<file path="config.mk">
export PLATFORM = sky130hd
export DESIGN_NAME = nv_erase_write_ctrl
export DESIGN_NICKNAME = d
export VERILOG_FILES = /design/src/hdl/nv_ctrl_pkg.sv /design/src/hdl/nv_cycle_timer.sv /design/src/hdl/nv_erase_write_ctrl.sv
export SDC_FILE = /design/constraint.sdc
export NUM_CORES = 2
export LEC_CHECK = 0
export BUFFER_PORTS_ARGS = -buffer_cell sky130_fd_sc_hd__buf_2
export CAP_MARGIN = 20
export CORE_UTILIZATION = 58
export CTS_CLUSTER_DIAMETER = 60
export CTS_CLUSTER_SIZE = 20
export DETAILED_ROUTE_END_ITERATION = 12
export GPL_TIMING_DRIVEN = 1
export PLACE_DENSITY = 0.79
export SLEW_MARGIN = 20
export SYNTH_ARGS = -nofsm -noshare
export SYNTH_HDL_FRONTEND = slang
export SYNTH_HIERARCHICAL = 1
export SYNTH_SLANG_ARGS = --single-unit
</file>
<file path="constraint.sdc">
create_clock -name clk_in -period 6.59 [get_ports clk_in]
set_input_delay 0.9885 -clock clk_in [delete_from_list [all_inputs] [get_ports clk_in]]
set_output_delay 0.9885 -clock clk_in [all_outputs]
set_load 0.1 [all_outputs]
</file>
<file path="src/hdl/nv_ctrl_pkg.sv">
// Constants for the data nonvolatile memory erase and write controller
// Notes on behaviour
// - Mode bit high selects 16-byte page erase
// - Buffer cleared at reset and enable fall
// - Erase writes bump low nibble, saturate 0FH
// - Each page-mode data write tags address for erase
// - Erase timed internally, trigger self-clears
// - Erase end clears enable, tagged page bytes read zero
// - Write trigger without enable does nothing
// - Write timed internally, trigger self-clears
// - Byte write erases target byte first
// - Page buffer cleared on write-enable fall
// - Page write loads buffer, stops at 0FH
// - Write end clears write enable
// - Reset clears write enable and sector pointers
// - Cycle end sets done and multi-function flags
// - Vector needs all enables and stack room
// - Service clears multi flag and global only
// - Timing select bit picks cycle lengths
// - Erase trigger without enable does nothing
package nv_ctrl_pkg;
  localparam logic [2:0] ADDR_NVA  = 3'h0;
  localparam logic [2:0] ADDR_NVD  = 3'h1;
  localparam logic [2:0] ADDR_NVC  = 3'h2;
  localparam logic [2:0] ADDR_IRQ  = 3'h3;
  localparam logic [2:0] ADDR_PTRA = 3'h4;
  localparam logic [2:0] ADDR_PTRB = 3'h5;
  localparam logic [2:0] ADDR_MEMD = 3'h6;
  localparam int C_TSEL = 7;
  localparam int C_WIPE_EN = 6;
  localparam int C_WIPE_GO = 5;
  localparam int C_MODE = 4;
  localparam int C_PROG_EN = 3;
  localparam int C_PROG_GO = 2;
  localparam int I_GLOBAL = 0;
  localparam int I_NVEN = 1;
  localparam int I_MFEN = 2;
  localparam int I_DONE = 3;
  localparam int I_MFFLAG = 4;
  localparam int PAGE_BYTES = 16;
  localparam logic [3:0] PAGE_LAST = 4'hF;
  localparam logic [7:0] ERASED_VAL = 8'h00;
  localparam int CLK_HZ = 20_000_000;
  localparam int ERASE_A_US = 3200;
  localparam int WRITE_A_US = 2200;
  localparam int ERASE_B_US = 3700;
  localparam int WRITE_B_US = 3000;
  localparam int ERASE_A_CYC = ERASE_A_US * (CLK_HZ / 1_000_000);
  localparam int WRITE_A_CYC = WRITE_A_US * (CLK_HZ / 1_000_000);
  localparam int ERASE_B_CYC = ERASE_B_US * (CLK_HZ / 1_000_000);
  localparam int WRITE_B_CYC = WRITE_B_US * (CLK_HZ / 1_000_000);
  typedef enum logic [2:0] {
    ST_IDLE  = 3'b001,
    ST_ERASE = 3'b010,
    ST_WRITE = 3'b100
  } cyc_state_e;
endpackage

</file>
<file path="src/hdl/nv_cycle_timer.sv">
// Cycle timer counting down an erase or write duration
module nv_cycle_timer
  import nv_ctrl_pkg::*;
(
  // Clock and reset
  input  wire logic        clk_in,
  input  wire logic        rst_in,
  // Control
  input  wire logic        start_in,
  input  wire logic [17:0] length_in,
  output logic             done_out
);
  logic [17:0] count_q;
  logic        run_q;

  always_ff @(posedge clk_in or posedge rst_in) begin
    if (rst_in) begin
      count_q  <= 18'h0_0000;
      run_q    <= 1'b0;
      done_out <= 1'b0;
    end else begin
      done_out <= 1'b0;
      if (start_in) begin
        count_q <= length_in - 18'h0_0001;
        run_q   <= 1'b1;
      end else if (run_q) begin
        if (count_q == 18'h0_0000) begin
          run_q    <= 1'b0;
          done_out <= 1'b1;
        end else begin
          count_q <= count_q - 18'h0_0001;
        end
      end
    end
  end
endmodule

</file>
<file path="src/hdl/nv_erase_write_ctrl.sv">
// Data nonvolatile memory erase and write controller with page buffer
//
// Local design decisions: strobed register access and the placing of the registers.
module nv_erase_write_ctrl
  import nv_ctrl_pkg::*;
#(
  parameter int ERASE_A = ERASE_A_CYC,
  parameter int WRITE_A = WRITE_A_CYC,
  parameter int ERASE_B = ERASE_B_CYC,
  parameter int WRITE_B = WRITE_B_CYC
) (
  // Clock and reset
  input  wire logic       clk_in,
  input  wire logic       rst_in,
  // Register port
  input  wire logic [2:0] addr_in,
  input  wire logic [7:0] wdata_in,
  input  wire logic       wr_in,
  input  wire logic       rd_in,
  output logic      [7:0] rdata_out,
  // Interrupt controller side
  input  wire logic       stack_full_in,
  input  wire logic       irq_ack_in,
  output logic            irq_vector_out,
  // Status
  output logic            busy_out
);
  logic [6:0]  nv_address_reg_q;
  logic [7:0]  nv_data_reg_q;
  logic [7:0]  nv_control_reg_q;
  logic [7:0]  sector_pointer_high_a_q;
  logic [7:0]  sector_pointer_high_b_q;
  logic        global_irq_enable_q;
  logic        nv_irq_enable_q;
  logic        mf_irq_enable_q;
  logic        nv_done_flag_q;
  logic        mf_flag_q;
  logic [7:0]  mem_q [0:127];
  logic [7:0]  buf_q [0:PAGE_BYTES-1];
  logic [15:0] tag_q;
  logic        wipe_enable_d1_q;
  logic        program_enable_d1_q;
  cyc_state_e  state_q;
  logic        wipe_enable;
  logic        wipe_start;
  logic        program_enable;
  logic        page_mode;
  logic        go_erase;
  logic        go_write;
  logic        done;
  logic [17:0] length;
  logic        data_wr;
  logic        buf_clear;
  logic [3:0]  low;

  assign wipe_enable    = nv_control_reg_q[C_WIPE_EN];
  assign wipe_start     = nv_control_reg_q[C_WIPE_GO];
  assign program_enable = nv_control_reg_q[C_PROG_EN];
  assign page_mode      = nv_control_reg_q[C_MODE];
  assign low            = nv_address_reg_q[3:0];
  assign data_wr        = wr_in && addr_in == ADDR_NVD
                          && state_q == ST_IDLE;
  // Trigger accepted only while its enable is already high
  assign go_erase = wr_in && addr_in == ADDR_NVC && state_q == ST_IDLE
                    && wipe_enable && wdata_in[C_WIPE_GO];
  assign go_write = wr_in && addr_in == ADDR_NVC && state_q == ST_IDLE
                    && program_enable && wdata_in[C_PROG_GO];
  // Enable falling edges empty the buffer
  assign buf_clear = (wipe_enable_d1_q && !wipe_enable)
                     || (program_enable_d1_q && !program_enable);

  always_comb begin
    if (nv_control_reg_q[C_TSEL]) begin
      length = go_erase ? 18'(ERASE_B) : 18'(WRITE_B);
    end else begin
      length = go_erase ? 18'(ERASE_A) : 18'(WRITE_A);
    end
  end

  nv_cycle_timer u_timer (
    .clk_in    (clk_in),
    .rst_in    (rst_in),
    .start_in  (go_erase || go_write),
    .length_in (length),
    .done_out  (done)
  );

  // Cycle sequencer
  always_ff @(posedge clk_in or posedge rst_in) begin
    if (rst_in) begin
      state_q <= ST_IDLE;
    end else begin
      case (state_q)
        ST_IDLE: begin
          if (go_erase) begin
            state_q <= ST_ERASE;
          end else if (go_write) begin
            state_q <= ST_WRITE;
          end
        end
        ST_ERASE, ST_WRITE: begin
          if (done) begin
            state_q <= ST_IDLE;
          end
        end
        default: state_q <= ST_IDLE;
      endcase
    end
  end

  // Control register with self-clearing bits
  always_ff @(posedge clk_in or posedge rst_in) begin
    if (rst_in) begin
      nv_control_reg_q <= 8'h00;
    end else if (done) begin
      nv_control_reg_q[C_WIPE_GO] <= 1'b0;
      nv_control_reg_q[C_PROG_GO] <= 1'b0;
      if (state_q == ST_ERASE) begin
        nv_control_reg_q[C_WIPE_EN] <= 1'b0;
      end else begin
        nv_control_reg_q[C_PROG_EN] <= 1'b0;
      end
    end else if (wr_in && addr_in == ADDR_NVC && state_q == ST_IDLE) begin
      nv_control_reg_q <= wdata_in;
      nv_control_reg_q[C_WIPE_GO] <= go_erase;
      nv_control_reg_q[C_PROG_GO] <= go_write;
    end
  end

  // Edge history of enables
  always_ff @(posedge clk_in or posedge rst_in) begin
    if (rst_in) begin
      wipe_enable_d1_q    <= 1'b0;
      program_enable_d1_q <= 1'b0;
    end else begin
      wipe_enable_d1_q    <= wipe_enable;
      program_enable_d1_q <= program_enable;
    end
  end

  // Address and data registers
  always_ff @(posedge clk_in or posedge rst_in) begin
    if (rst_in) begin
      nv_address_reg_q <= 7'h00;
      nv_data_reg_q    <= 8'h00;
    end else if (wr_in && addr_in == ADDR_NVA && state_q == ST_IDLE) begin
      nv_address_reg_q <= wdata_in[6:0];
    end else if (data_wr) begin
      nv_data_reg_q <= wdata_in;
      if (page_mode && low != PAGE_LAST) begin
        nv_address_reg_q[3:0] <= low + 4'h1;
      end
    end
  end

  // Page buffer and erase tags
  always_ff @(posedge clk_in or posedge rst_in) begin
    if (rst_in) begin
      tag_q <= 16'h0000;
      for (int i = 0; i < PAGE_BYTES; i++) begin
        buf_q[i] <= 8'h00;
      end
    end else if (buf_clear || (done && page_mode)) begin
      tag_q <= 16'h0000;
      for (int i = 0; i < PAGE_BYTES; i++) begin
        buf_q[i] <= 8'h00;
      end
    end else if (data_wr && page_mode && !tag_q[low]) begin
      tag_q[low] <= 1'b1;
      buf_q[low] <= wdata_in;
    end
  end

  // Array update at end of cycle
  always_ff @(posedge clk_in) begin
    if (done && state_q == ST_ERASE && page_mode) begin
      for (int i = 0; i < PAGE_BYTES; i++) begin
        if (tag_q[i]) begin
          mem_q[{nv_address_reg_q[6:4], 4'(i)}] <= ERASED_VAL;
        end
      end
    end else if (done && state_q == ST_WRITE && page_mode) begin
      for (int i = 0; i < PAGE_BYTES; i++) begin
        if (tag_q[i]) begin
          mem_q[{nv_address_reg_q[6:4], 4'(i)}] <= buf_q[i];
        end
      end
    end else if (done && state_q == ST_WRITE) begin
      // Byte replaced whole, prior contents erased
      mem_q[nv_address_reg_q] <= nv_data_reg_q;
    end
  end

  // Interrupt flags and enables
  always_ff @(posedge clk_in or posedge rst_in) begin
    if (rst_in) begin
      global_irq_enable_q <= 1'b0;
      nv_irq_enable_q     <= 1'b0;
      mf_irq_enable_q     <= 1'b0;
      nv_done_flag_q      <= 1'b0;
      mf_flag_q           <= 1'b0;
    end else begin
      if (wr_in && addr_in == ADDR_IRQ) begin
        global_irq_enable_q <= wdata_in[I_GLOBAL];
        nv_irq_enable_q     <= wdata_in[I_NVEN];
        mf_irq_enable_q     <= wdata_in[I_MFEN];
        nv_done_flag_q      <= wdata_in[I_DONE] || done;
        mf_flag_q           <= wdata_in[I_MFFLAG] || done;
      end else begin
        if (irq_ack_in) begin
          mf_flag_q           <= 1'b0;
          global_irq_enable_q <= 1'b0;
        end
        // Cycle end wins over a service clear
        if (done) begin
          nv_done_flag_q <= 1'b1;
          mf_flag_q      <= 1'b1;
        end
      end
    end
  end

  // Memory sector pointers
  always_ff @(posedge clk_in or posedge rst_in) begin
    if (rst_in) begin
      sector_pointer_high_a_q <= 8'h00;
      sector_pointer_high_b_q <= 8'h00;
    end else if (wr_in && addr_in == ADDR_PTRA) begin
      sector_pointer_high_a_q <= wdata_in;
    end else if (wr_in && addr_in == ADDR_PTRB) begin
      sector_pointer_high_b_q <= wdata_in;
    end
  end

  // Outputs
  always_ff @(posedge clk_in or posedge rst_in) begin
    if (rst_in) begin
      irq_vector_out <= 1'b0;
      busy_out       <= 1'b0;
    end else begin
      irq_vector_out <= global_irq_enable_q && nv_irq_enable_q
                        && mf_irq_enable_q && mf_flag_q
                        && nv_done_flag_q && !stack_full_in;
      busy_out       <= state_q != ST_IDLE;
    end
  end

  always_ff @(posedge clk_in or posedge rst_in) begin
    if (rst_in) begin
      rdata_out <= 8'h00;
    end else if (rd_in) begin
      case (addr_in)
        ADDR_NVA:  rdata_out <= {1'b0, nv_address_reg_q};
        ADDR_NVD:  rdata_out <= nv_data_reg_q;
        ADDR_NVC:  rdata_out <= nv_control_reg_q;
        ADDR_IRQ:  rdata_out <= {3'h0, mf_flag_q, nv_done_flag_q,
                                 mf_irq_enable_q, nv_irq_enable_q,
                                 global_irq_enable_q};
        ADDR_PTRA: rdata_out <= sector_pointer_high_a_q;
        ADDR_PTRB: rdata_out <= sector_pointer_high_b_q;
        ADDR_MEMD: rdata_out <= mem_q[nv_address_reg_q];
        default:   rdata_out <= 8'h00;
      endcase
    end else begin
      rdata_out <= 8'h00;
    end
  end

  // Cycle length seen by the checks
  logic [17:0] run_len_q;
  always_ff @(posedge clk_in or posedge rst_in) begin
    if (rst_in) begin
      run_len_q <= 18'h0_0000;
    end else if (state_q == ST_IDLE) begin
      run_len_q <= 18'h0_0000;
    end else begin
      run_len_q <= run_len_q + 18'h0_0001;
    end
  end

  chk_trig_needs_en: assert property (
    @(posedge clk_in) disable iff (rst_in)
    $rose(state_q == ST_WRITE) |-> $past(program_enable))
    else $error("write started without enable");
  chk_erase_needs_en: assert property (
    @(posedge clk_in) disable iff (rst_in)
    $rose(state_q == ST_ERASE) |-> $past(wipe_enable))
    else $error("erase started without enable");
  chk_done_clears: assert property (
    @(posedge clk_in) disable iff (rst_in)
    done && state_q == ST_ERASE |=> !wipe_start && !wipe_enable)
    else $error("erase end left bits set");
  chk_write_clears: assert property (
    @(posedge clk_in) disable iff (rst_in)
    done && state_q == ST_WRITE |=> !program_enable
    && !nv_control_reg_q[C_PROG_GO])
    else $error("write end left bits set");
  chk_flag_set: assert property (
    @(posedge clk_in) disable iff (rst_in)
    done |=> nv_done_flag_q && mf_flag_q)
    else $error("done flags not set");
  chk_addr_sat: assert property (
    @(posedge clk_in) disable iff (rst_in)
    data_wr && page_mode && low == PAGE_LAST |=> low == PAGE_LAST)
    else $error("address wrapped");
  chk_buf_clear: assert property (
    @(posedge clk_in) disable iff (rst_in)
    buf_clear |=> tag_q == 16'h0000)
    else $error("buffer not cleared");
  chk_vector_gate: assert property (
    @(posedge clk_in) disable iff (rst_in)
    irq_vector_out |-> $past(global_irq_enable_q && !stack_full_in))
    else $error("vector without enables");
  chk_wipe_fall: assert property (
    @(posedge clk_in) disable iff (rst_in)
    $fell(wipe_enable) |=> tag_q == 16'h0000)
    else $error("buffer kept after erase enable fall");
  chk_addr_step: assert property (
    @(posedge clk_in) disable iff (rst_in)
    data_wr && page_mode && low != PAGE_LAST |=> low == $past(low) + 4'h1
    && nv_address_reg_q[6:4] == $past(nv_address_reg_q[6:4]))
    else $error("page address did not step");
  chk_erase_polls: assert property (
    @(posedge clk_in) disable iff (rst_in)
    state_q == ST_ERASE && !done |-> wipe_start)
    else $error("erase trigger dropped early");
  chk_write_polls: assert property (
    @(posedge clk_in) disable iff (rst_in)
    state_q == ST_WRITE && !done |-> nv_control_reg_q[C_PROG_GO])
    else $error("write trigger dropped early");
  chk_irq_service: assert property (
    @(posedge clk_in) disable iff (rst_in)
    irq_ack_in && !done && !(wr_in && addr_in == ADDR_IRQ) |=> !mf_flag_q
    && !global_irq_enable_q && $stable(nv_done_flag_q))
    else $error("service cleared wrong bits");
  chk_vector_full: assert property (
    @(posedge clk_in) disable iff (rst_in)
    irq_vector_out |-> $past(nv_irq_enable_q && mf_irq_enable_q && mf_flag_q))
    else $error("vector without source enables");
  chk_erase_zero: assert property (
    @(posedge clk_in) disable iff (rst_in)
    done && state_q == ST_ERASE && page_mode && tag_q[0]
    |=> mem_q[{nv_address_reg_q[6:4], 4'h0}] == ERASED_VAL)
    else $error("erased byte not zero");
  chk_write_lands: assert property (
    @(posedge clk_in) disable iff (rst_in)
    done && state_q == ST_WRITE && !page_mode
    |=> mem_q[nv_address_reg_q] == $past(nv_data_reg_q))
    else $error("byte write lost");
  chk_erase_len: assert property (
    @(posedge clk_in) disable iff (rst_in)
    done && state_q == ST_ERASE |-> run_len_q
    == (nv_control_reg_q[C_TSEL] ? 18'(ERASE_B) : 18'(ERASE_A)))
    else $error("erase length wrong");
  chk_write_len: assert property (
    @(posedge clk_in) disable iff (rst_in)
    done && state_q == ST_WRITE |-> run_len_q
    == (nv_control_reg_q[C_TSEL] ? 18'(WRITE_B) : 18'(WRITE_A)))
    else $error("write length wrong");
  cov_erase: cover property (@(posedge clk_in) done && state_q == ST_ERASE);
  cov_write: cover property (@(posedge clk_in) done && state_q == ST_WRITE);
  cov_vector: cover property (@(posedge clk_in) irq_vector_out);
  cov_service: cover property (@(posedge clk_in) irq_ack_in && mf_flag_q);
  cov_page_full: cover property (@(posedge clk_in)
    data_wr && page_mode && low == PAGE_LAST);
endmodule

</file>
Word level (Yosys, flattened, before mapping)
Memory sizes are Yosys's and may differ from the RTL's.
Index checks and enable logic that the tools add are counted.

word-level totals
  register bits = 223
  bits in writable memories = 1024
  output and inout bits = 10
  memories = 1

memory list
  name   words  bits a word  read ports  clocked after Yosys merged registers in  write ports  RTL line                   source
  mem_q  128    8            1           0                                        16           nv_erase_write_ctrl.sv:38  logic [7:0] mem_q [0:127];

cells by class
  add/subtract/negate cells = 3
  magnitude comparators = 4
  equal/unequal tests = 16
  mux-type cells = 162
  bitwise logic cells = 21
  reductions and logical operators = 59

operators by type and width
  kind                                                  count
  2-to-1 mux 128 bit                                    2
  2-to-1 mux 8 bit                                      19
  bitwise mux 128 bit                                   1
  2-to-1 mux 1 bit                                      117
  one-hot mux 8 bit (7 select lines)                    1
  2-to-1 mux 18 bit                                     3
  2-to-1 mux 17 bit                                     2
  demux 8 bit (select 4 bit)                            1
  2-to-1 mux 16 bit                                     2
  logical AND 1 bit                                     30
  zero test 18 bit                                      1
  subtractor 17 x 1 -> 18 bit (second input constant)   1
  subtractor 18 x 1 -> 18 bit (second input constant)   1
  OR 1 bit                                              16
  OR 16 bit                                             1
  AND reduction 2 bit                                   8
  2-to-1 mux 15 bit                                     1
  2-to-1 mux 7 bit                                      2
  nonzero test 2 bit                                    7
  equality test 3 bit (second input constant)           4
  2-to-1 mux 4 bit                                      3
  equality test 3 x 2 -> 1 bit (second input constant)  3
  2-to-1 mux 3 bit                                      3
  OR reduction 8 bit                                    1
  22 further kinds                                      35

Logic depth before layout (Yosys ltp)
  word-level depth = 9
  mapped depth = 19
  gate-level depth less buffers = 11

Cells and area by module
The synthesis kept the hierarchy.

by module, submodules not included
  module               times used  cells an instance  area each (um^2)  sequential area each (um^2)
  nv_erase_write_ctrl  1           5349               58856.4           35830.6
  nv_cycle_timer       1           214                1741.7            500.5

Worst setup path before layout
OpenSTA, ideal clock, no wires.

  kind = input -> register
  start = in addr_in[1]
  end = reg u_timer.count_q[16]
  setup time = 0.086 ns
  arrival = 4.962 ns
  path slack = 1.542 ns
  stages = 19
  buffers on the path = 9
  cells stage by stage = clkbuf_1 -> nor2b_1 -> and3_1 -> clkbuf_1 -> nand3_1 -> nand2_1 -> buf_6 -> buf_6 -> buf_2 -> buf_2 -> clkbuf_1 -> buf_2 -> mux2i_1 -> ha_1 -> o211ai_1 -> buf_2 -> nor4_1 -> mux2_2 -> nor3_1

between the ends
  cells in the longest elaborated chain, start to end = 9
  elaborated cells on any way between the ends = 16

RTL lines
  what                                                    RTL line                                              source
  start: declaration                                      nv_erase_write_ctrl.sv:16                             input wire logic [2:0] addr_in,
  equality test 3 x 2 -> 1 bit (*)                        nv_erase_write_ctrl.sv:64                             assign go_erase = wr_in && addr_in == ADDR_NVC && state_q == ST_IDLE
  logical AND 1 bit (*) (2 in series)                     nv_erase_write_ctrl.sv:64
  logical AND 1 bit (*) (2 in series)                     nv_erase_write_ctrl.sv:65                             && wipe_enable && wdata_in[C_WIPE_GO];
  2-to-1 mux 15 bit or 2-to-1 mux 17 bit (tied branches)  nv_erase_write_ctrl.sv:76, nv_erase_write_ctrl.sv:74
  2-to-1 mux 17 bit (*)                                   nv_erase_write_ctrl.sv:73                             if (nv_control_reg_q[C_TSEL]) begin
  net length[5]                                           nv_erase_write_ctrl.sv:51                             logic [17:0] length;
  subtractor 17 x 1 -> 18 bit (*)                         nv_cycle_timer.sv:24                                  count_q <= length_in - 18'h0_0001;
  2-to-1 mux 18 bit (*)                                   nv_cycle_timer.sv:23                                  if (start_in) begin
  end signal: assignment                                  nv_cycle_timer.sv:24
  end signal: assignment                                  nv_cycle_timer.sv:31                                  count_q <= count_q - 18'h0_0001;
  end: declaration                                        nv_cycle_timer.sv:13                                  logic [17:0] count_q;

The timed path passes the listed nets; every way through them passes the cells marked *.
A chain may end at the register's enable or synchronous reset.

==> run_results.csv <==
group,metric,value,unit
die,rows,118,
worst_setup_path,crit_path_max_fanout,15,
power,leakagePower,27.3,nW
grt,overflow,0,
synth,async_reset_ff_share,17.9,%
cells_and_area,nNetsFinal,5401,
placed_design,dp_slack,1560,ps
worst_setup_path,crit_type,"reg2reg",
die,ios,27,
synth,synth-seq-area-share,60.0,%
grt,grt_max_degree,105,
synth,synth_top_area_share,50.7,%
sta,post-route-min-period,4730,ps
power,max-vdd-ir-drop,0.300,mV
worst_setup_path,cpLargestDelayFamily,"simple AND/OR/NAND/NOR gates",
worst_setup_path,path_buf_inv,0,
hold_path,hold_class,"in2async",
worst_setup_path,start_kind,"register",
placed_design,placed_area,61500,µm²
run,max_cap_violations,1,
placed_design,place_hpwl,168000,µm
power,p_per_area,302,nW/µm²
worst_setup_path,cp-startpoint,"state_q[1]$_DFFE_PP0P_",
detailed_routing,postRouteAntennaNets,0,
worst_setup_path,cp_slowest_cell,"o22ai_1",
clock_tree,cts_htree_levels,3,
cells_and_area,final_core_util,62.9,%
synth,synth.area.top_cells,"edfxtp_1 (51%), nand2_1 (11%), mux2i_1 (10%)",
detailed_routing,routed_wl,249000,µm
outcome,outcome,"finished with violations",
cells_and_area,drive_above_1_share,8.50,%
die,dieHeight,325,µm
sta,fin_skew,23.1,ps
cells_and_area,layout_commonest_cell,"nand2_1",
clock_tree,cts.sinks,1247,
synth,synth_seq_cells,1247,
synth,avgSynthCellArea,10.9,µm²
sta,fmax,211,MHz
sta,setup_ws,1860,ps
worst_setup_path,cp.arrival,5070,ps
placed_design,gp_congestion,1.18,
synth,yosys_warnings,6,
cells_and_area,final_cell_mix,"nand2_1 (1,747), edfxtp_1 (1,024), mux2i_1 (632)",
detailed_routing,dr_total_vias,48700,
sta,max_slew_margin,1.02,%
die,die_width,325,µm
worst_setup_path,reg2reg_from,"state_q[1]$_DFFE_PP0P_",
clock_tree,cts-resized-gates,0,
die,core,103000,µm²
sta,hold_violations,0,
detailed_routing,viasPerCell,7.11,
die,start_util,58.6,%
clock_tree,clk_latency,740,ps
worst_setup_path,r2r-end,"mem_q[78][4]$_DFFE_PP_",
grt,antenna_found_initial,30,
worst_setup_path,slowest_delay,1220,ps
synth,synthFlopType,"edfxtp_1",
synth,synth_top_cell_by_area,"edfxtp_1",
sta,tns,0,ps
clock_tree,post-cts-setup-buffers,0,
sta,fin_crit_sh,71.7,%
detailed_routing,firstDrtPassIters,13,
synth,synth_cell_types,78,
cells_and_area,fin_area,65100,µm²
die,die_area,106000,µm²
detailed_routing,first_iter_violations,9861,
worst_setup_path,r2r_setup_slack,1860,ps
clock_tree,cts_buffers,99,
clock_tree,cts_tree,"yes",
worst_setup_path,r2r_cells,4,
worst_setup_path,worstPathRequired,6930,ps
sta,slew_viol_final,0,
sta,rsz0062_at_grt,"false",
outcome,violations,"design-rule violations, max-capacitance violations",
detailed_routing,wl_per_cell,36.4,µm
sta,tightest_slew,1440,ps
worst_setup_path,critPathCaptureType,"register",
synth,syn_inst,5563,
worst_setup_path,crit_chain,"nand2b_2, nor3_2, nand3_1, o22ai_1",
clock_tree,postCtsHoldBufs,0,
grt,grt_pass1_vias,43800,
worst_setup_path,path_depth,4,
clock_tree,cts.path.max_buffers,3,
grt,grt_pass1_wl,339000,µm
clock_tree,root_buffer,"clkbuf_16",
clock_tree,clk_pin_slew,80,ps
grt,track_usage,46.3,%
worst_setup_path,cp-endpoint,"mem_q[78][4]$_DFFE_PP_",
placed_design,io_buffers,26,
sta,setup_viol,0,
power,finalPower,0.0197,W
synth,synth_edf_count,1024,
detailed_routing,drc,1,
synth,synth_area,60600,µm²
cells_and_area,areaGrowthSynthToFinish,7.39,%
-- cell usage after synthesis (all sizes together) (4+ instances only) --
master and n:
buf 216, nand3 57, a31oi 10, nor3 42
a21o 257, o221ai 5, a21oi 52, nand4 10
nor3b 10, mux2 41, inv 33, nand2b 16
xnor2 4, edfxtp 1024, nand4bb 6, or2 13
o22ai 350, o22a 9, o211ai 10, nand2 1760
nor4b 4, a22oi 9, nand4b 4, or4 5
nor2b 13, dfrtp 222, mux2i 632, o21ai 47
nor2 325, ha 9, and3 37, clkbuf 196
mux4 5, nor4 57, o2111ai 11, and2 10
or3 8, or4b 4
-- how the worst min path moves through the flow --
stage	endpoint	slack, ps	cells past startpoint
CTS	global_irq_enable_q$_DFFE_PP0P_	410	2
floorplan	program_enable_d1_q$_DFF_PP0_	390	0
global placement	program_enable_d1_q$_DFF_PP0_	430	0
global route	irq_vector_out$_DFF_PP0_	430	2
finish	global_irq_enable_q$_DFFE_PP0P_	380	2
detailed placement	program_enable_d1_q$_DFF_PP0_	450	0
-- per-layer routing --
metal	track usage, %	up-vias	routed length [µm]
met5	1.36	-	230
met4	31.0	24	21600
met3	19.1	998	43800
met2	64.4	4756	101000
met1	59.1	23500	82900
li1	-	19400	-
-- flip-flops by register name, indices dropped and copies added (netlist names), 3 cells and up --
register / cells
nv_address_reg_q: 7
sector_pointer_high_a_q: 8
rdata_out: 8
buf_q: 128
tag_q: 16
nv_control_reg_q: 8
state_q: 3
u_timer/count_q: 18
mem_q: 1024
nv_data_reg_q: 8
sector_pointer_high_b_q: 8
-- power by group --
part	internal [W]	switching [W]	total (W)
Combinational	0.00107	0.00312	0.00419
Sequential	0.00854	0.000431	0.00897
Clock	0.00326	0.00326	0.00652
-- cells by family after synthesis --
kind of cell | synth area share, %
compound gates | 8.76
xor+xnor | 0.0867
fa+ha+maj | 0.186
buf+inv | 3.10
flops | 60.0
mux | 11.4
other cells | 0.0124
simple gates | 16.5
-- per-stage QoR --
stage               hold slack, ps  std cells
floorplan                      394       5584
global placement               434       6654
detailed placement             450       6654
CTS                            410       6837
global route                   430       6840
finish                         382       6853
-- worst register-to-register path: cells and delay by family, from the launching register on --
| kind | cells | cell delay [ps] |
|---|---|---|
| AND/OR/NAND/NOR | 3 | 2700 |
| AO/OA/AOI/OAI | 1 | 1230 |
| flip-flops | 1 | 410 |
-- final cells by class --
type / instances / area (µm²)
fill: 8039 / 38400
sequential: 1247 / 36400
multi-input combinational: 3892 / 22500
clock buffer: 111 / 2670
tap: 1380 / 1730
clock inverter: 72 / 821
timing repair buffer: 102 / 788
inverter: 33 / 134
antenna: 16 / 40.0
No activity file was read; power rests on OpenSTA's default activity.
